### src/design/io_ctrl_pkg.sv
// Package with the register map, field positions and widths of the port and timer control block.
`default_nettype none
package io_ctrl_pkg;
   localparam int ADDR_W = 8;
   localparam int DATA_W = 8;
   localparam int HALF_W = 16;
   localparam int PORT_N = 4;

   // Register byte addresses.
   localparam logic [ADDR_W-1:0] CTRL_ADDR = 8'hF8;
   localparam logic [ADDR_W-1:0] IRQ_STATUS_ADDR = 8'hF0;
   localparam logic [ADDR_W-1:0] IRQ_MASK_ADDR = 8'hF1;

   // Field positions of the control register.
   localparam int FLOAT_BIT = 0;
   localparam int HIGHZ_LO_BIT = 1;
   localparam int HIGHZ_HI_BIT = 3;
   localparam int PULLUP_OFF_BIT = 4;
   localparam int SERIAL_ERR_BIT = 5;
   localparam int CASCADE_BIT = 6;
   localparam int TOP_BIT = 7;

   // Field positions of the interrupt status and mask registers.
   localparam int IRQ_T0_BIT = 0;
   localparam int IRQ_T1_BIT = 1;
   localparam int IRQ_SERR_BIT = 2;
   localparam int IRQ_N = 3;

   // Reset values, the control write mask, the idle read value and counter constants.
   localparam logic [DATA_W-1:0] CTRL_RESET = 8'h00;
   localparam logic [DATA_W-1:0] CTRL_WRITE_MASK = 8'h7F;
   localparam logic [IRQ_N-1:0] IRQ_RESET = 3'h0;
   localparam logic [DATA_W-1:0] READ_IDLE = 8'h00;
   localparam logic [HALF_W-1:0] HALF_RESET = 16'h0000;
   localparam logic [HALF_W-1:0] HALF_MAX = 16'hFFFF;
   localparam logic [HALF_W-1:0] HALF_ONE = 16'h0001;
endpackage : io_ctrl_pkg
`default_nettype wire

### src/design/timer_link_if.sv
// Interface joining the control register logic and the cascadable timer pair.
`default_nettype none
interface timer_link_if;
   logic cascade;
   logic count0;
   logic count1;
   logic ovf0;
   logic ovf1;
   logic [2*io_ctrl_pkg::HALF_W-1:0] value;

   modport ctrl (output cascade, output count0, output count1, input ovf0, input ovf1, input value);
   modport timer (input cascade, input count0, input count1, output ovf0, output ovf1, output value);
endinterface : timer_link_if
`default_nettype wire

### src/design/timer_pair.sv
// Two 16-bit timer/counters that can be chained into one 32-bit counter.
`default_nettype none
module timer_pair (
   input wire logic clk_in,
   input wire logic srst_in,
   timer_link_if.timer link
);
   logic [io_ctrl_pkg::HALF_W-1:0] low;
   logic [io_ctrl_pkg::HALF_W-1:0] high;
   logic carry_low;
   logic step_high;
   logic carry_high;

   // True when a count step wraps the given half.
   function automatic logic wraps(input logic [io_ctrl_pkg::HALF_W-1:0] v, input logic step);
      wraps = step && (v == io_ctrl_pkg::HALF_MAX);
   endfunction : wraps

   // In cascade the high half counts the low half's carries instead of its own input.
   assign carry_low = wraps(low, link.count0);
   assign step_high = link.cascade ? carry_low : link.count1;
   assign carry_high = wraps(high, step_high);

   ////////////////////////////////////////////////////////////////////////////
   // Counter halves.
   always_ff @(posedge clk_in) begin
      if (srst_in) begin
         low <= io_ctrl_pkg::HALF_RESET;
         high <= io_ctrl_pkg::HALF_RESET;
      end else begin
         if (link.count0) begin
            low <= low + io_ctrl_pkg::HALF_ONE;
         end
         if (step_high) begin
            high <= high + io_ctrl_pkg::HALF_ONE;
         end
      end
   end

   // Overflow pulses; the low half's carry is internal while chained.
   always_ff @(posedge clk_in) begin
      if (srst_in) begin
         link.ovf0 <= 1'b0;
         link.ovf1 <= 1'b0;
      end else begin
         link.ovf0 <= carry_low && !link.cascade;
         link.ovf1 <= carry_high;
      end
   end

   assign link.value = {high, low};

   ////////////////////////////////////////////////////////////////////////////
   // Checks.
   a_chain_carry: assert property (@(posedge clk_in) disable iff (srst_in)
      link.cascade && link.count0 && low == io_ctrl_pkg::HALF_MAX && high == io_ctrl_pkg::HALF_MAX
      |=> link.ovf1 && !link.ovf0 && link.value == {2*io_ctrl_pkg::HALF_W{1'b0}})
      else $error("Chained counter carry did not raise the timer one overflow.");
endmodule : timer_pair
`default_nettype wire

### src/design/io_port_timer_ctrl.sv
// Port and timer control register with power-down float, port high-impedance and timer cascade.
`default_nettype none
module io_port_timer_ctrl (
   input wire logic clk_in,
   input wire logic srst_in,
   input wire logic [io_ctrl_pkg::ADDR_W-1:0] addr_in,
   input wire logic [io_ctrl_pkg::DATA_W-1:0] wdata_in,
   input wire logic wr_in,
   input wire logic rd_in,
   output logic [io_ctrl_pkg::DATA_W-1:0] rdata_out,
   input wire logic power_down_mode_in,
   input wire logic hard_power_down_mode_in,
   input wire logic serial_error_in,
   input wire logic timer_zero_count_in,
   input wire logic timer_one_count_in,
   output logic [io_ctrl_pkg::PORT_N-1:0] port_oe_n_out,
   output logic pullup_strong_off_out,
   output logic timer_one_overflow_flag_out,
   output logic timer_zero_overflow_out,
   output logic irq_out
);
   logic [io_ctrl_pkg::DATA_W-1:0] io_port_timer_control;
   logic [io_ctrl_pkg::IRQ_N-1:0] irq_status;
   logic [io_ctrl_pkg::IRQ_N-1:0] irq_mask;
   logic [io_ctrl_pkg::IRQ_N-1:0] irq_events;
   logic [io_ctrl_pkg::IRQ_N-1:0] irq_clear;
   logic wr_ctrl;
   logic serial_err_clear;
   logic sleeping;
   logic float_all;

   timer_link_if link ();

   ////////////////////////////////////////////////////////////////////////////
   // Register decode.
   assign wr_ctrl = wr_in && (addr_in == io_ctrl_pkg::CTRL_ADDR);
   assign serial_err_clear = wr_ctrl && !wdata_in[io_ctrl_pkg::SERIAL_ERR_BIT];

   // Control register: plain fields follow writes, the error flag is set by hardware and cleared by a zero write.
   always_ff @(posedge clk_in) begin
      if (srst_in) begin
         io_port_timer_control <= io_ctrl_pkg::CTRL_RESET;
      end else begin
         if (wr_ctrl) begin
            io_port_timer_control <= wdata_in & io_ctrl_pkg::CTRL_WRITE_MASK;
            io_port_timer_control[io_ctrl_pkg::SERIAL_ERR_BIT] <= io_port_timer_control[io_ctrl_pkg::SERIAL_ERR_BIT];
         end
         // A new error in the clearing cycle wins over the clear.
         if (serial_error_in) begin
            io_port_timer_control[io_ctrl_pkg::SERIAL_ERR_BIT] <= 1'b1;
         end else if (serial_err_clear) begin
            io_port_timer_control[io_ctrl_pkg::SERIAL_ERR_BIT] <= 1'b0;
         end
         io_port_timer_control[io_ctrl_pkg::TOP_BIT] <= 1'b0;
      end
   end

   ////////////////////////////////////////////////////////////////////////////
   // Port drive control; an enable low means the port is driven.
   assign sleeping = power_down_mode_in || hard_power_down_mode_in;
   assign float_all = sleeping && io_port_timer_control[io_ctrl_pkg::FLOAT_BIT];

   // Port zero floats only in sleep; ports one to three also follow their own bits.
   always_comb begin
      port_oe_n_out[0] = float_all;
      for (int i = 1; i < io_ctrl_pkg::PORT_N; i++) begin
         port_oe_n_out[i] = float_all || io_port_timer_control[io_ctrl_pkg::HIGHZ_LO_BIT + i - 1];
      end
   end

   assign pullup_strong_off_out = io_port_timer_control[io_ctrl_pkg::PULLUP_OFF_BIT];

   ////////////////////////////////////////////////////////////////////////////
   // Timer pair.
   assign link.cascade = io_port_timer_control[io_ctrl_pkg::CASCADE_BIT];
   assign link.count0 = timer_zero_count_in;
   assign link.count1 = timer_one_count_in;

   timer_pair timers (
      .clk_in (clk_in),
      .srst_in (srst_in),
      .link (link.timer)
   );

   // Overflow pulses towards the timer control register.
   assign timer_one_overflow_flag_out = link.ovf1;
   assign timer_zero_overflow_out = link.ovf0;

   ////////////////////////////////////////////////////////////////////////////
   // Interrupt status: sticky, write one to clear, a set in the same cycle wins.
   assign irq_events = {serial_error_in, link.ovf1, link.ovf0};
   assign irq_clear = (wr_in && addr_in == io_ctrl_pkg::IRQ_STATUS_ADDR) ? wdata_in[io_ctrl_pkg::IRQ_N-1:0] :
                      io_ctrl_pkg::IRQ_RESET;

   always_ff @(posedge clk_in) begin
      if (srst_in) begin
         irq_status <= io_ctrl_pkg::IRQ_RESET;
      end else begin
         irq_status <= (irq_status & ~irq_clear) | irq_events;
      end
   end

   // Interrupt mask.
   always_ff @(posedge clk_in) begin
      if (srst_in) begin
         irq_mask <= io_ctrl_pkg::IRQ_RESET;
      end else if (wr_in && addr_in == io_ctrl_pkg::IRQ_MASK_ADDR) begin
         irq_mask <= wdata_in[io_ctrl_pkg::IRQ_N-1:0];
      end
   end

   assign irq_out = |(irq_status & irq_mask);

   ////////////////////////////////////////////////////////////////////////////
   // Read data stand only in the cycle after the read strobe; unmapped addresses read zero.
   always_ff @(posedge clk_in) begin
      if (srst_in) begin
         rdata_out <= io_ctrl_pkg::READ_IDLE;
      end else if (rd_in) begin
         case (addr_in)
            io_ctrl_pkg::CTRL_ADDR: rdata_out <= io_port_timer_control & io_ctrl_pkg::CTRL_WRITE_MASK;
            io_ctrl_pkg::IRQ_STATUS_ADDR: rdata_out <= {{(io_ctrl_pkg::DATA_W-io_ctrl_pkg::IRQ_N){1'b0}}, irq_status};
            io_ctrl_pkg::IRQ_MASK_ADDR: rdata_out <= {{(io_ctrl_pkg::DATA_W-io_ctrl_pkg::IRQ_N){1'b0}}, irq_mask};
            default: rdata_out <= io_ctrl_pkg::READ_IDLE;
         endcase
      end else begin
         rdata_out <= io_ctrl_pkg::READ_IDLE;
      end
   end

   ////////////////////////////////////////////////////////////////////////////
   // Checks.
   a_sleep_float_all: assert property (@(posedge clk_in) disable iff (srst_in)
      sleeping && io_port_timer_control[io_ctrl_pkg::FLOAT_BIT] |-> port_oe_n_out == {io_ctrl_pkg::PORT_N{1'b1}})
      else $error("Ports not all floating in power-down with float bit set.");

   a_ports_stay_driven: assert property (@(posedge clk_in) disable iff (srst_in)
      !io_port_timer_control[io_ctrl_pkg::FLOAT_BIT] |-> !port_oe_n_out[0] &&
      port_oe_n_out[io_ctrl_pkg::PORT_N-1:1] == io_port_timer_control[io_ctrl_pkg::HIGHZ_HI_BIT:io_ctrl_pkg::HIGHZ_LO_BIT])
      else $error("Port left output mode while float bit is clear.");

   a_highz_write: assert property (@(posedge clk_in) disable iff (srst_in)
      wr_ctrl && wdata_in[io_ctrl_pkg::HIGHZ_HI_BIT:io_ctrl_pkg::HIGHZ_LO_BIT] == 3'h7
      |=> port_oe_n_out[io_ctrl_pkg::PORT_N-1:1] == 3'h7)
      else $error("High-impedance bits did not release ports one to three.");

   a_cascade_carry_flag: assert property (@(posedge clk_in) disable iff (srst_in)
      link.cascade && timer_zero_count_in && link.value == {2*io_ctrl_pkg::HALF_W{1'b1}}
      |=> timer_one_overflow_flag_out ##1 !timer_one_overflow_flag_out)
      else $error("Chained carry did not give a one-cycle timer one overflow.");

   a_top_bit_zero: assert property (@(posedge clk_in) disable iff (srst_in)
      rd_in && addr_in == io_ctrl_pkg::CTRL_ADDR |=> !rdata_out[io_ctrl_pkg::TOP_BIT])
      else $error("Top control bit read back as one.");

   a_drive_restored: assert property (@(posedge clk_in) disable iff (srst_in)
      wr_ctrl && !wdata_in[io_ctrl_pkg::HIGHZ_LO_BIT] && !wdata_in[io_ctrl_pkg::FLOAT_BIT]
      |=> !port_oe_n_out[1])
      else $error("Port one not driven right after clearing its high-impedance bit.");

   a_irq_sticky: assert property (@(posedge clk_in) disable iff (srst_in)
      link.ovf1 |=> irq_status[io_ctrl_pkg::IRQ_T1_BIT] && (!irq_mask[io_ctrl_pkg::IRQ_T1_BIT] || irq_out))
      else $error("Timer one overflow was not held in the status register.");

   a_read_one_cycle: assert property (@(posedge clk_in) disable iff (srst_in)
      !rd_in |=> rdata_out == io_ctrl_pkg::READ_IDLE)
      else $error("Read data stood outside the cycle after a read.");

   ////////////////////////////////////////////////////////////////////////////
   // Further checks, one port, input, flag or bit at a time save the write and read checks: port drive, then cascade, control fields, interrupts and reads.
   // Port zero floats whenever the float condition holds.
   a_float_port_zero: assert property (@(posedge clk_in) disable iff (srst_in)
      float_all |-> port_oe_n_out[0])
      else $error("Port zero still driven while floating is requested.");

   // Hard power-down alone, with the float bit set, is enough to float every port.
   a_float_hard_only: assert property (@(posedge clk_in) disable iff (srst_in)
      hard_power_down_mode_in && io_port_timer_control[io_ctrl_pkg::FLOAT_BIT] |-> &port_oe_n_out)
      else $error("Ports not floating in hard power-down with float bit set.");

   // Plain power-down alone, with the float bit set, is enough to float every port.
   a_float_soft_only: assert property (@(posedge clk_in) disable iff (srst_in)
      power_down_mode_in && io_port_timer_control[io_ctrl_pkg::FLOAT_BIT] |-> &port_oe_n_out)
      else $error("Ports not floating in power-down with float bit set.");

   // Port zero is always driven while the core is awake.
   a_port_zero_awake: assert property (@(posedge clk_in) disable iff (srst_in)
      !sleeping |-> !port_oe_n_out[0])
      else $error("Port zero floating while the core is awake.");

   // Port zero stays driven in power-down when the float bit is clear.
   a_clear_float_sleep: assert property (@(posedge clk_in) disable iff (srst_in)
      sleeping && !io_port_timer_control[io_ctrl_pkg::FLOAT_BIT] |-> !port_oe_n_out[0])
      else $error("Port zero floating in power-down with float bit clear.");

   // Each high-impedance bit releases its own port.
   a_highz_port_one: assert property (@(posedge clk_in) disable iff (srst_in)
      io_port_timer_control[io_ctrl_pkg::HIGHZ_LO_BIT] |-> port_oe_n_out[1])
      else $error("Port one driven with its high-impedance bit set.");

   a_highz_port_two: assert property (@(posedge clk_in) disable iff (srst_in)
      io_port_timer_control[io_ctrl_pkg::HIGHZ_LO_BIT + 1] |-> port_oe_n_out[2])
      else $error("Port two driven with its high-impedance bit set.");

   a_highz_port_three: assert property (@(posedge clk_in) disable iff (srst_in)
      io_port_timer_control[io_ctrl_pkg::HIGHZ_HI_BIT] |-> port_oe_n_out[3])
      else $error("Port three driven with its high-impedance bit set.");

   // The cascade bit follows the last control write.
   a_cascade_bit_write: assert property (@(posedge clk_in) disable iff (srst_in)
      wr_ctrl |=> link.cascade == $past(wdata_in[io_ctrl_pkg::CASCADE_BIT]))
      else $error("Cascade bit did not follow the control write.");

   // While chained, the low half never reports an overflow of its own.
   a_cascade_no_ovf0: assert property (@(posedge clk_in) disable iff (srst_in)
      link.cascade |=> !link.ovf0)
      else $error("Timer zero overflow pulsed while the timers are chained.");

   // The top bit is never stored.
   a_top_bit_stored: assert property (@(posedge clk_in) disable iff (srst_in)
      !io_port_timer_control[io_ctrl_pkg::TOP_BIT])
      else $error("Top control bit held a one.");

   // A one written to the top bit is dropped.
   a_top_write_dropped: assert property (@(posedge clk_in) disable iff (srst_in)
      wr_ctrl && wdata_in[io_ctrl_pkg::TOP_BIT] |=> !io_port_timer_control[io_ctrl_pkg::TOP_BIT])
      else $error("A one written to the top control bit was kept.");

   // The plain fields take the written value right after the write edge.
   a_ctrl_write_lands: assert property (@(posedge clk_in) disable iff (srst_in)
      wr_ctrl |=> io_port_timer_control[io_ctrl_pkg::PULLUP_OFF_BIT:io_ctrl_pkg::FLOAT_BIT] ==
      $past(wdata_in[io_ctrl_pkg::PULLUP_OFF_BIT:io_ctrl_pkg::FLOAT_BIT]))
      else $error("Control write did not land right after its edge.");

   // A clear high-impedance bit keeps port three driven while awake or not floating.
   a_highz_clear_drives: assert property (@(posedge clk_in) disable iff (srst_in)
      !io_port_timer_control[io_ctrl_pkg::HIGHZ_HI_BIT] && !float_all |-> !port_oe_n_out[3])
      else $error("Port three floating with its high-impedance bit clear.");

   // The pull-up output mirrors its control bit.
   a_pullup_mirror: assert property (@(posedge clk_in) disable iff (srst_in)
      pullup_strong_off_out == io_port_timer_control[io_ctrl_pkg::PULLUP_OFF_BIT])
      else $error("Pull-up output differs from its control bit.");

   // A serial error always sets the flag, even against a clearing write.
   a_serr_set_wins: assert property (@(posedge clk_in) disable iff (srst_in)
      serial_error_in |=> io_port_timer_control[io_ctrl_pkg::SERIAL_ERR_BIT])
      else $error("Serial error did not set the error flag.");

   // A zero written to the flag clears it when no new error arrives.
   a_serr_cleared: assert property (@(posedge clk_in) disable iff (srst_in)
      serial_err_clear && !serial_error_in |=> !io_port_timer_control[io_ctrl_pkg::SERIAL_ERR_BIT])
      else $error("Serial error flag not cleared by a zero write.");

   // A one written to the flag leaves it as it was.
   a_serr_write_keeps: assert property (@(posedge clk_in) disable iff (srst_in)
      wr_ctrl && wdata_in[io_ctrl_pkg::SERIAL_ERR_BIT] && !serial_error_in
      |=> io_port_timer_control[io_ctrl_pkg::SERIAL_ERR_BIT] == $past(io_port_timer_control[io_ctrl_pkg::SERIAL_ERR_BIT]))
      else $error("Writing one changed the serial error flag.");

   // Writing one to a status bit clears it when no new event arrives.
   a_status_clear: assert property (@(posedge clk_in) disable iff (srst_in)
      irq_clear[io_ctrl_pkg::IRQ_T0_BIT] && !irq_events[io_ctrl_pkg::IRQ_T0_BIT]
      |=> !irq_status[io_ctrl_pkg::IRQ_T0_BIT])
      else $error("Timer zero status bit not cleared by a one write.");

   // A status bit stays set until software clears it.
   a_status_holds: assert property (@(posedge clk_in) disable iff (srst_in)
      irq_status[io_ctrl_pkg::IRQ_T0_BIT] && !irq_clear[io_ctrl_pkg::IRQ_T0_BIT]
      |=> irq_status[io_ctrl_pkg::IRQ_T0_BIT])
      else $error("Timer zero status bit dropped without a clear.");

   // The mask takes the written value.
   a_mask_write: assert property (@(posedge clk_in) disable iff (srst_in)
      wr_in && addr_in == io_ctrl_pkg::IRQ_MASK_ADDR |=> irq_mask == $past(wdata_in[io_ctrl_pkg::IRQ_N-1:0]))
      else $error("Interrupt mask did not take the written value.");

   // Reading the status returns it, zero padded.
   a_status_read: assert property (@(posedge clk_in) disable iff (srst_in)
      rd_in && addr_in == io_ctrl_pkg::IRQ_STATUS_ADDR
      |=> rdata_out == {{(io_ctrl_pkg::DATA_W-io_ctrl_pkg::IRQ_N){1'b0}}, $past(irq_status)})
      else $error("Status read returned a wrong value.");

   // Reading the control register returns the stored fields.
   a_ctrl_read: assert property (@(posedge clk_in) disable iff (srst_in)
      rd_in && addr_in == io_ctrl_pkg::CTRL_ADDR
      |=> rdata_out == ($past(io_port_timer_control) & io_ctrl_pkg::CTRL_WRITE_MASK))
      else $error("Control read returned a wrong value.");

   // Unmapped addresses read zero.
   a_unmapped_read: assert property (@(posedge clk_in) disable iff (srst_in)
      rd_in && addr_in != io_ctrl_pkg::CTRL_ADDR && addr_in != io_ctrl_pkg::IRQ_STATUS_ADDR &&
      addr_in != io_ctrl_pkg::IRQ_MASK_ADDR |=> rdata_out == io_ctrl_pkg::READ_IDLE)
      else $error("Unmapped address read returned nonzero data.");

   c_serr_cleared: cover property (@(posedge clk_in) disable iff (srst_in) serial_err_clear);
   c_highz_all: cover property (@(posedge clk_in) disable iff (srst_in) &port_oe_n_out[io_ctrl_pkg::PORT_N-1:1]);
   c_sleep_float: cover property (@(posedge clk_in) disable iff (srst_in) float_all);
   c_chain_carry: cover property (@(posedge clk_in) disable iff (srst_in) link.cascade && link.ovf1);
   c_irq_raised: cover property (@(posedge clk_in) disable iff (srst_in) $rose(irq_out));
endmodule : io_port_timer_ctrl
`default_nettype wire

### config.mk
export PLATFORM = sky130hd
export DESIGN_NAME = io_port_timer_ctrl
export DESIGN_NICKNAME = d
export VERILOG_FILES = /design/src/design/io_ctrl_pkg.sv /design/src/design/timer_link_if.sv /design/src/design/timer_pair.sv /design/src/design/io_port_timer_ctrl.sv
export SDC_FILE = /design/constraint.sdc
export NUM_CORES = 1
export LEC_CHECK = 0
export BUFFER_PORTS_ARGS = -buffer_cell sky130_fd_sc_hd__buf_2
export CAP_MARGIN = 20
export CORE_AREA = 2 2 103 55
export CTS_CLUSTER_DIAMETER = 150
export CTS_CLUSTER_SIZE = 40
export DETAILED_ROUTE_END_ITERATION = 12
export DIE_AREA = 0 0 105 57
export GPL_TIMING_DRIVEN = 1
export HOLD_SLACK_MARGIN = 0.03
export PLACE_DENSITY = 0.73
export SLEW_MARGIN = 20
export SYNTH_ARGS = -nofsm -noshare
export SYNTH_HDL_FRONTEND = slang
export SYNTH_HIERARCHICAL = 1
export SYNTH_SLANG_ARGS = --single-unit
### constraint.sdc
create_clock -name clk_in -period 1.9 [get_ports clk_in]
set_clock_uncertainty 0.1 [all_clocks]
set_input_delay 0.19 -clock clk_in [delete_from_list [all_inputs] [get_ports clk_in]]
set_output_delay 0.19 -clock clk_in [all_outputs]
set_load 0.05 [all_outputs]
Yosys cells after proc, flatten, opt, wreduce, memory -nomap -nowiden
Cells that the tools add are included.

Add/sub/neg operators: 2. Equal/unequal tests: 5. Multiplexer cells: 5. Bitwise gates (word level): 5. Reductions and logical operators: 17.

Operators with widths (number): adder 16 x 1 -> 16 bit (second input constant) (2); == test 16 bit (second input constant) (2); == test 8 bit (second input constant) (3); one-hot mux 7 bit (3 select lines) (1); logical AND 1 bit (8); bitwise AND 3 bit (2); logical OR 1 bit (4); 2-to-1 mux 1 bit (3); 2-to-1 mux 3 bit (1); inverter 3 bit (1); bitwise OR 3 bit (1); OR reduction 3 bit (1); logical NOT 1 bit (2); nonzero test 2 bit (1); OR reduction 2 bit (1); inverter 1 bit (1).

Bits in registers: 55.

Logic depth before layout (Yosys ltp)
Gate-level depths: netlist (run 1).

Depth after elaboration: 6. Depth in mapped cells: 8. Depth with buffers taken out: 6.

Cells and area by module
Netlist (run 1), hierarchy kept.

By module, submodules not included: timer_pair (times used 1, cells an instance 177, area an instance 1550.2 µm²); io_port_timer_ctrl (times used 1, cells an instance 97, area an instance 937.1 µm²).

Worst setup path before layout (run 1)
Ideal clock, no wire load.

Path type: flip-flop to flip-flop. Start point: reg timers/low[0] (netlist bit). End point: reg timers/high[7] (netlist bit). Library setup time: 0.071 ns. Data arrival time: 1.902 ns. Data required time: 1.729 ns. Slack: -0.173 ns. Cell stages (with the launch flop): 8. Clock period less this slack: 2.073 ns. Cell sequence: dfxtp_1 ha_1 nand2_1 nor4_4 a31oi_2 buf_6 or4_1 a21oi_1.

Cells in the longest elaborated chain, start to end: 3.

RTL lines: start: declaration (RTL line timer_pair.sv:8) `logic [io_ctrl_pkg::HALF_W-1:0] low;`; start signal: assignment (RTL line timer_pair.sv:28) `low <= io_ctrl_pkg::HALF_RESET;`; start signal: assignment (RTL line timer_pair.sv:32) `low <= low + io_ctrl_pkg::HALF_ONE;`; == test 16 bit (RTL line timer_pair.sv:16) `wraps = step && (v == io_ctrl_pkg::HALF_MAX);`; logical AND 1 bit (RTL line timer_pair.sv:16); 2-to-1 mux 1 bit (RTL line timer_pair.sv:21) `assign step_high = link.cascade ? carry_low : link.count1;`; end signal: assignment (RTL line timer_pair.sv:29) `high <= io_ctrl_pkg::HALF_RESET;`; end signal: assignment (RTL line timer_pair.sv:35) `high <= high + io_ctrl_pkg::HALF_ONE;`; end: declaration (RTL line timer_pair.sv:9) `logic [io_ctrl_pkg::HALF_W-1:0] high;`.

No other way between the ends. A chain may end at the register's enable or synchronous reset.

Worst setup path after layout (run 1)
Start point: reg timers/low[4] (netlist bit). End point: reg timers/high[9] (netlist bit).

The elaborated chain is that of the path after synthesis.

==> impl_summary.md, run 1 <==
Logic synthesis
The area share of the largest cell type after synthesis is 0.435. The combined area of all synthesized cells is 2490 um2. The count of flip-flops with a built-in enable after synthesis is 0. In the post-synthesis netlist, the biggest area contributors are dfxtp_1 43%, mux2i_1 4.4%, nor2_1 4.2%, o31ai_1 3.9%, xor2_1 3.9%. In this run the mean area of a mapped cell was 9.08 um2.

The leading area contributor after synthesis is dfxtp_1. Counting flops and latches in the post-synthesis netlist gives 54. The number of instances in the synthesized netlist is 274.

The most instantiated flip-flop cell in the synthesis netlist is dfxtp_1. The fraction of registers with async set/reset is 0. The post-synthesis sequential area ratio is 0.435.

The Yosys warning count is 6. Synthesis instantiated 43 different standard cells from the library. When the netlist entered floorplanning its net count stood at 301.

STA
The count of final hold-check violations is 0. The final setup violation count is 9. The relative max-transition margin is 0.609. Static timing analysis puts the maximum clock frequency at 501 MHz. The actual transition at the worst max-transition pin is 0.585 ns. The smallest clock period supported by the final layout is computed as 2.00 ns. Setup repair after global routing could not meet its margin everywhere.

The share of the cycle needed by the critical path after routing is 1.05. After layout, the worst setup slack is -0.0972 ns. The number of pins with negative max-slew slack in the final report is 0. On the final layout, the worst hold slack is 0.0407 ns.

Floorplan
In this run the standard cell core region covers 5180 um2. For this configuration, the core starts out at a cell density of 0.480. The overall die area is 5990 um2. After floorplanning, the core was divided into 19 placement rows. The y dimension of the die is 57 um. The number of primary I/O pins is 41. The width of the die is 105 um.

Place
Summed over all nets, the half-perimeter wirelength after detailed placement is 4110 um. The last weighted congestion value of the routability-driven placer is 0.821. The count of buffers from port buffering is 38.

Clocking
The clock buffer count from CTS is 5. For the worst-skew pair, the clock arrives at the later sink with an insertion delay of 0.31 ns. The number of clock sinks is 54. The root buffer cell chosen for the clock tree is clkbuf_8. In this run the number of H-tree levels came out at 2.

Clock-pin slew was measured on the worst setup and hold paths at 0.10 ns. The maximum buffer depth of the clock tree is 2. TritonCTS built the clock tree.

Routing
For this block, the routed nets add up to 5640 um of wire. For this run, the detailed router's first-pass iteration total came to 4. The count of nets left with antenna violations once routing finished came out at 0. Dividing the detail-routed wire length by the instance count gives 13.9 um.

The highest metal layer carrying signal wires in the routed design is met4. The iteration-0 DRC count of the detailed router is 126. The wire length on met3 is 331 um. Using the TritonRoute via totals, the vias-per-cell ratio works out to 5.38. In the final routing, the length of wire on met1 measures 2910 um. The number of remaining DRC errors is 0. The overall via count from detail_route is 2178. The routed length on met2 is 2360 um.

Layout
The fraction of layout cells with a size suffix above 1 is 0.277. Relative to the synthesized area, the layout overhead comes to 24.1%. The number of diodes added for antenna fixing is 0.

For this run, the post-layout net count is 358. The filler cells instantiated in the layout total 451.

Worst hold path
In this run the most critical hold path is launched from wdata_in[3]. Along the worst hold path, the cell count comes to 3. The hold path endpoint is io_port_timer_control[3]$_SDFFE_PP0P_. The type of the most critical hold path is input port to flip-flop.

GRT
The number of antenna violations at the first check in global routing is 0. The number of global-route vias before repair is 1947. For this run, the total global-route usage over all layers was measured as 0.191. The maximum number of pins on one net before global-route repair is 51. For this run the aggregate overflow at the end of global routing stands at 0. The first global-routing pass estimated 9220 um of wire.

Flow run
Across the run, the number of max-cap violations was 0.

Worst setup path
The reg2reg setup slack is -0.1 ns. The endpoint arrival time on the critical path is 2.14 ns. The biggest fanout along the worst timing path is 23.

The worst setup path is launched from a flip-flop. In this run the critical register-to-register path is launched from timers/low[4]$_SDFFE_PP0P_. The critical path is of the flip-flop to flip-flop type.

STA puts the critical path data required time at 2.04 ns. The end of the worst register-to-register path is timers/high[9]$_SDFFE_PP0P_. STA classifies the critical path endpoint as a flip-flop. The cell depth of the worst flop-to-flop path is 6.

Power and ir drop
The completed layout was analyzed and its total power is 2.24 mW. Across the VDD grid, the largest voltage drop is 0.376 mV. The power density normalized to cell area is 724 nW/um2. The leakage power of the design is 1.23 nW.

Status
The final reports fail on negative setup slack. The run finished, with violations left.
kinds of logic (layout without fill, tap and decap cells):
group / Yosys count / count (layout) / synth area share
other: 1 / 1 / 0.00151
flip-flops: 54 / 54 / 0.435
buffers and inverters: 25 / 83 / 0.0508
XOR/XNOR: 15 / 15 / 0.0528
multiplexers: 11 / 11 / 0.0443
AO/OA/AOI/OAI: 50 / 50 / 0.132
adder cells (fa/ha/maj): 2 / 2 / 0.0101
AND/OR/NAND/NOR: 116 / 116 / 0.274
stage by stage:
stage / cells / worst slack [ns] / utilization / TNS (ns) / instance area, um2
floorplan: 274 / -0.00935 / - / -0.00935 / 2500
global placement: 393 / -0.0252 / 0.555 / -0.0497 / 2880
detailed placement: 393 / -0.103 / 0.555 / -0.382 / 2880
CTS: 405 / -0.0806 / 0.592 / -0.390 / 3070
global route: 405 / -0.149 / 0.596 / -1.34 / 3090
finish: 405 / -0.0972 / 0.596 / -0.524 / 3090
state kept, by name (all words and copies together) (netlist names):
register               cells
timers/high               16
rdata_out                  7
timers/low                16
irq_status                 3
timers/link.ovf1           1
io_port_timer_control      7
timers/link.ovf0           1
irq_mask                   3
what timing repair did:
action	in CTS	in global routing
hold buffers	3	0
endpoints found under the setup margin	8	14
gates cloned	0	0
buffers inserted	1	0
resized for setup	2	5
pin swaps	0	0
endpoints found under the hold margin	3	0
final cells by class:
cell class | count | area, um2 | share of cell area
clock buffer | 6 | 82.6 | 0.0268
clock inverter | 2 | 60.1 | 0.0195
inverter | 10 | 37.5 | 0.0122
multi-input combinational | 195 | 1310 | 0.424
sequential | 54 | 1090 | 0.354
tap | 73 | 91.3 | 0.0296
timing repair buffer | 65 | 413 | 0.134
report_power, final:
group,internal (mW),leakage [nW],switching (mW)
clock network,0.562,0.0714,0.373
logic,0.0676,0.722,0.0807
registers,1.14,0.441,0.00899
total,1.77,1.23,0.463
cells in the final DEF, fill, tap and decap left out, drive strengths merged, types with 5 or more instances in the layout:
| master | instances |
|---|---|
| inv | 10 |
| dfxtp | 54 |
| nor2 | 28 |
| nand2b | 13 |
| nand4 | 13 |
| nand3 | 8 |
| nand2 | 12 |
| buf | 62 |
| a21oi | 19 |
| clkbuf | 6 |
| xor2 | 11 |
| or4 | 10 |
| o21ai | 6 |
| and2 | 5 |
| mux2i | 11 |
| or3 | 6 |
| o31ai | 13 |
cell usage after synthesis (2+ instances only):
library cell  number
dfxtp_1           54
nor2_1            28
a21oi_1           19
nand2b_1          13
o31ai_1           13
nand2_1           12
nand4_1           12
mux2i_1           11
xor2_1            11
inv_1             10
or4_1             10
clkbuf_1           8
nand3_1            8
o21ai_0            6
or3_1              6
and2_1             5
nor3_1             4
xnor2_1            4
a2bb2oi_1          3
a41oi_1            3
and3_1             3
buf_6              3
o21bai_1           3
buf_2              2
buf_4              2
ha_1               2
nand4b_1           2
or2_2              2
routing by layer:
metal	up-vias	global-route usage
li1	1094	-
met1	1019	0.292
met2	59	0.272
met3	6	0.0503
met4	0	0.0400
met5	-	0
critical path, cell delays in order (launching register included):
cell and delay [ns]:
dfxtp_2 0.36, nand4_4 0.15, nor4_4 0.33, a31oi_2 0.15, buf_12 0.18, or4_4 0.52, a21oi_2 0.14
worst max path at each step:
stage / from / to / slack [ns]
2_1_floorplan: timers/low[6]$_SDFFE_PP0P_ / timers/high[14]$_SDFFE_PP0P_ / -0.009
3_3_place_gp: timers/low[4]$_SDFFE_PP0P_ / timers/high[15]$_SDFFE_PP0P_ / -0.03
3_5_place_dp: timers/low[4]$_SDFFE_PP0P_ / timers/high[9]$_SDFFE_PP0P_ / -0.10
4_1_cts: timers/low[4]$_SDFFE_PP0P_ / timers/high[9]$_SDFFE_PP0P_ / -0.08
5_1_grt: timers/low[4]$_SDFFE_PP0P_ / timers/high[15]$_SDFFE_PP0P_ / -0.15
6_report: timers/low[4]$_SDFFE_PP0P_ / timers/high[9]$_SDFFE_PP0P_ / -0.1
Note: power is estimated with default switching activity, not from simulation.
==> inputs of run 2 (changes only) <==
--- a/config.mk
+++ b/config.mk
@@ -9,12 +9,13 @@
 export CAP_MARGIN = 20
 export CORE_AREA = 2 2 103 55
 export CTS_CLUSTER_DIAMETER = 150
-export CTS_CLUSTER_SIZE = 40
+export CTS_CLUSTER_SIZE = 8
 export DETAILED_ROUTE_END_ITERATION = 12
 export DIE_AREA = 0 0 105 57
 export GPL_TIMING_DRIVEN = 1
 export HOLD_SLACK_MARGIN = 0.03
 export PLACE_DENSITY = 0.73
+export SKIP_LAST_GASP = 1
 export SLEW_MARGIN = 20
 export SYNTH_ARGS = -nofsm -noshare
 export SYNTH_HDL_FRONTEND = slang
==> run 2 against run 1 <==
The run still ends with negative setup slack left. Sequential cell count is the same. Largest power group unchanged. Wire length shrank 0.83%. Final cell count is the same. Clock power shrank 0.4%. Count of clock-buffer cells in the layout is the same. Core utilization shrank 0.39 points. Die area is the same. Largest cell class unchanged. Via count shrank 1.4%. Maximum frequency shrank 1.2%. First-iteration DRC count grew 17%.
==> impl_summary.md, run 2 (synthesis results as in run 1) <==
Worst setup path
The endpoint arrival time on the critical path is 2.15 ns (about the same). The cell with the largest stage delay on the worst path is or4_1. The sort of element at the start of the critical path is a flip-flop.

The cell depth of the worst setup path is 6 (unchanged). The largest incremental delay on the critical path was 0.52 ns (about the same). The count of buffer and inverter cells on the critical path is 1 (unchanged). The biggest fanout along the worst timing path is 23 (unchanged). The required arrival time at the worst endpoint was 2.03 ns (about the same). The cell depth of the worst flop-to-flop path is 6 (unchanged). The critical path class is flip-flop to flip-flop.

Traced cell by cell, the critical path runs through nand4_4 > nor4_4 > a31oi_2 > buf_12 > or4_1 > a21oi_1. Among cell families on the critical path, the largest total delay comes from simple AND/OR/NAND/NOR gates. The worst setup path is captured at a flip-flop.

GRT
The global-route wire length before repair is 9220 um (unchanged). The number of global-route vias before repair came to 1949 (+0.10%). The overall global routing resource usage is 0.191 (unchanged). The total congestion overflow after global routing is 0 (unchanged).

The number of antenna violations at the first check in global routing is 0 (unchanged). The maximum number of pins on one net before global-route repair is 51 (unchanged).

Clocking
The clock latency on the worst-skew pair is 0.30 ns (about the same). The cell at the root of the clock tree is clkbuf_8. The deepest level of the CTS H-tree is 2 (unchanged). The clock buffer count from CTS is 5 (unchanged).

The maximum buffer depth of the clock tree was 2 (unchanged). The clock transition at the registers of the reported paths is 0.10 ns (about the same). TritonCTS built the clock tree. The number of clock sinks was 54 (unchanged).

Layout
The core utilization of the finished layout is 0.592 (-0.00386). In the layout the commonest cells are 45 x dfxtp_1, 38 x buf_2, 27 x nor2_1, 23 x buf_4, 19 x a21oi_1. The most common cell after layout, fill and taps aside is dfxtp_1. The net count of the finished layout is 358 (unchanged).

The final instance area is 3070 um2 (-0.65%). The fraction of layout cells with a size suffix above 1 was 0.268 (-0.00904). The number of diodes added for antenna fixing came to 0 (unchanged). The layout-stage area growth over the synthesis result is 23.3%. The largest registers in the layout are timers/high x16, timers/low x16. The number of non-filler instances in the completed layout is 405 (unchanged).

Power and ir drop
The leakage power of the design is 1.23 nW (-0.36%). The power density normalized to cell area was 728 nW/um2 (+0.44%). The worst-case vdd ir drop is 0.376 mV (about the same).

Place
The post-placement worst setup slack is -0.103 ns (unchanged). The cell area after placement came to 2880 um2 (unchanged). The last weighted congestion value of the routability-driven placer came to 0.821 (unchanged). The sum of net half-perimeters after detailed placement is 4110 um (unchanged). The cell total after placement is 393 (unchanged). The count of buffers from port buffering is 38 (unchanged).

Floorplan
The effective utilization at floorplan came to 0.480 (unchanged). The overall die area is 5990 um2 (unchanged). The width of the die came to 105 um (unchanged). The y dimension of the die came to 57 um (unchanged).

The number of primary I/O pins is 41 (unchanged). The number of placement rows came to 19 (unchanged). The core region area came to 5180 um2 (unchanged).

Routing
The vias per cell came to 5.30 (-1.4%). The number of remaining DRC errors is 0 (unchanged). The overall via count from detail_route is 2148 (-1.4%). The count of TritonRoute iterations in the first routing pass is 4 (unchanged).

The number of antenna-violating nets in the routed design came to 0 (unchanged). The routed wire length per instance is 13.8 um (-0.83%). The iteration-0 DRC count of the detailed router is 148 (+17%). The total detailed-routing wirelength is 5600 um (-0.83%).

STA
The share of the cycle needed by the critical path after routing is 1.06 (+0.0123). The count of final hold-check violations is 0 (unchanged). The relative max-transition margin was 0.658 (+0.0497). The worst path setup slack after routing was -0.121 ns (-0.0234 ns). The number of pins with negative max-slew slack in the final report is 0 (unchanged). Setup repair after global routing could not meet its margin everywhere. The actual transition at the worst max-transition pin is 0.507 ns (-0.0783 ns). The worst-case hold slack is 0.0425 ns (+0.00187 ns). The highest attainable clock frequency is 495 MHz (-1.2%). The final setup violation count came to 9 (unchanged). The post-route minimum period is 2.02 ns (+0.0234 ns).

Status
The checks that failed: negative setup slack. The flow ran to the end, but the final reports show violations.

Flow run
The number of max-cap violations is 0 (unchanged).

Worst hold path
The type of the most critical hold path is input port to flip-flop. The instance count along the most critical hold path is 3 (unchanged).
[run 2: cell counts in the layout (fill, tap and decap cells not counted)]
No cell type changed its count.
[run 2: worst paths after layout]
check / from / end / slack, ns
min reg2reg: io_port_timer_control[5]$_SDFFE_PP0P_ / io_port_timer_control[5]$_SDFFE_PP0P_ / 0.37
max reg2reg: timers/low[4]$_SDFFE_PP0P_ / timers/high[9]$_SDFFE_PP0P_ / -0.12
min: wdata_in[3] / io_port_timer_control[3]$_SDFFE_PP0P_ / 0.04
max: timers/low[4]$_SDFFE_PP0P_ / timers/high[9]$_SDFFE_PP0P_ / -0.12
[run 2: routing by layer]
metal / vias to the layer above / global-route usage / share of wire
li1: 1094 / - / -
met1: 996 / 0.292 / 0.51
met2: 52 / 0.272 / 0.42
met3: 6 / 0.0503 / 0.061
met4: 0 / 0.0400 / 0.0075
met5: - / 0 / 0
[run 2: final cells by class]
class	instances	area (um2)
clock inverters	2	60.1
flip-flops and latches	54	1090
inverters	10	37.5
clock buffers	6	82.6
multi-input cells	195	1290
well taps	73	91.3
fillers	454	2120
repair buffers	65	413
[run 2: repair_timing]
item,4_1_cts,5_1_grt
hold buffers,3,0
endpoints found under the setup margin,8,14
resized for setup,0,3
pin swaps,0,0
setup buffers,1,0
endpoints found under the hold margin,3,0
gates cloned,0,0
[run 2: power by group]
| group | switching, mW | internal (mW) |
|---|---|---|
| Combinational | 0.0797 | 0.0676 |
| Clock | 0.369 | 0.562 |
| Sequential | 0.00905 | 1.14 |
[run 2: per-stage QoR]
step           setup TNS (ns)  power (mW)
2_1_floorplan        -0.00935        1.26
3_3_place_gp          -0.0497        1.32
3_5_place_dp           -0.382        1.32
4_1_cts                -0.402        2.25
5_1_grt                 -1.37        2.31
6_report               -0.499        2.23
[run 2: worst min-delay path: stages]
cell	delay, ns
buf_2	0.10
nand4_1	0.06
a21oi_1	0.06
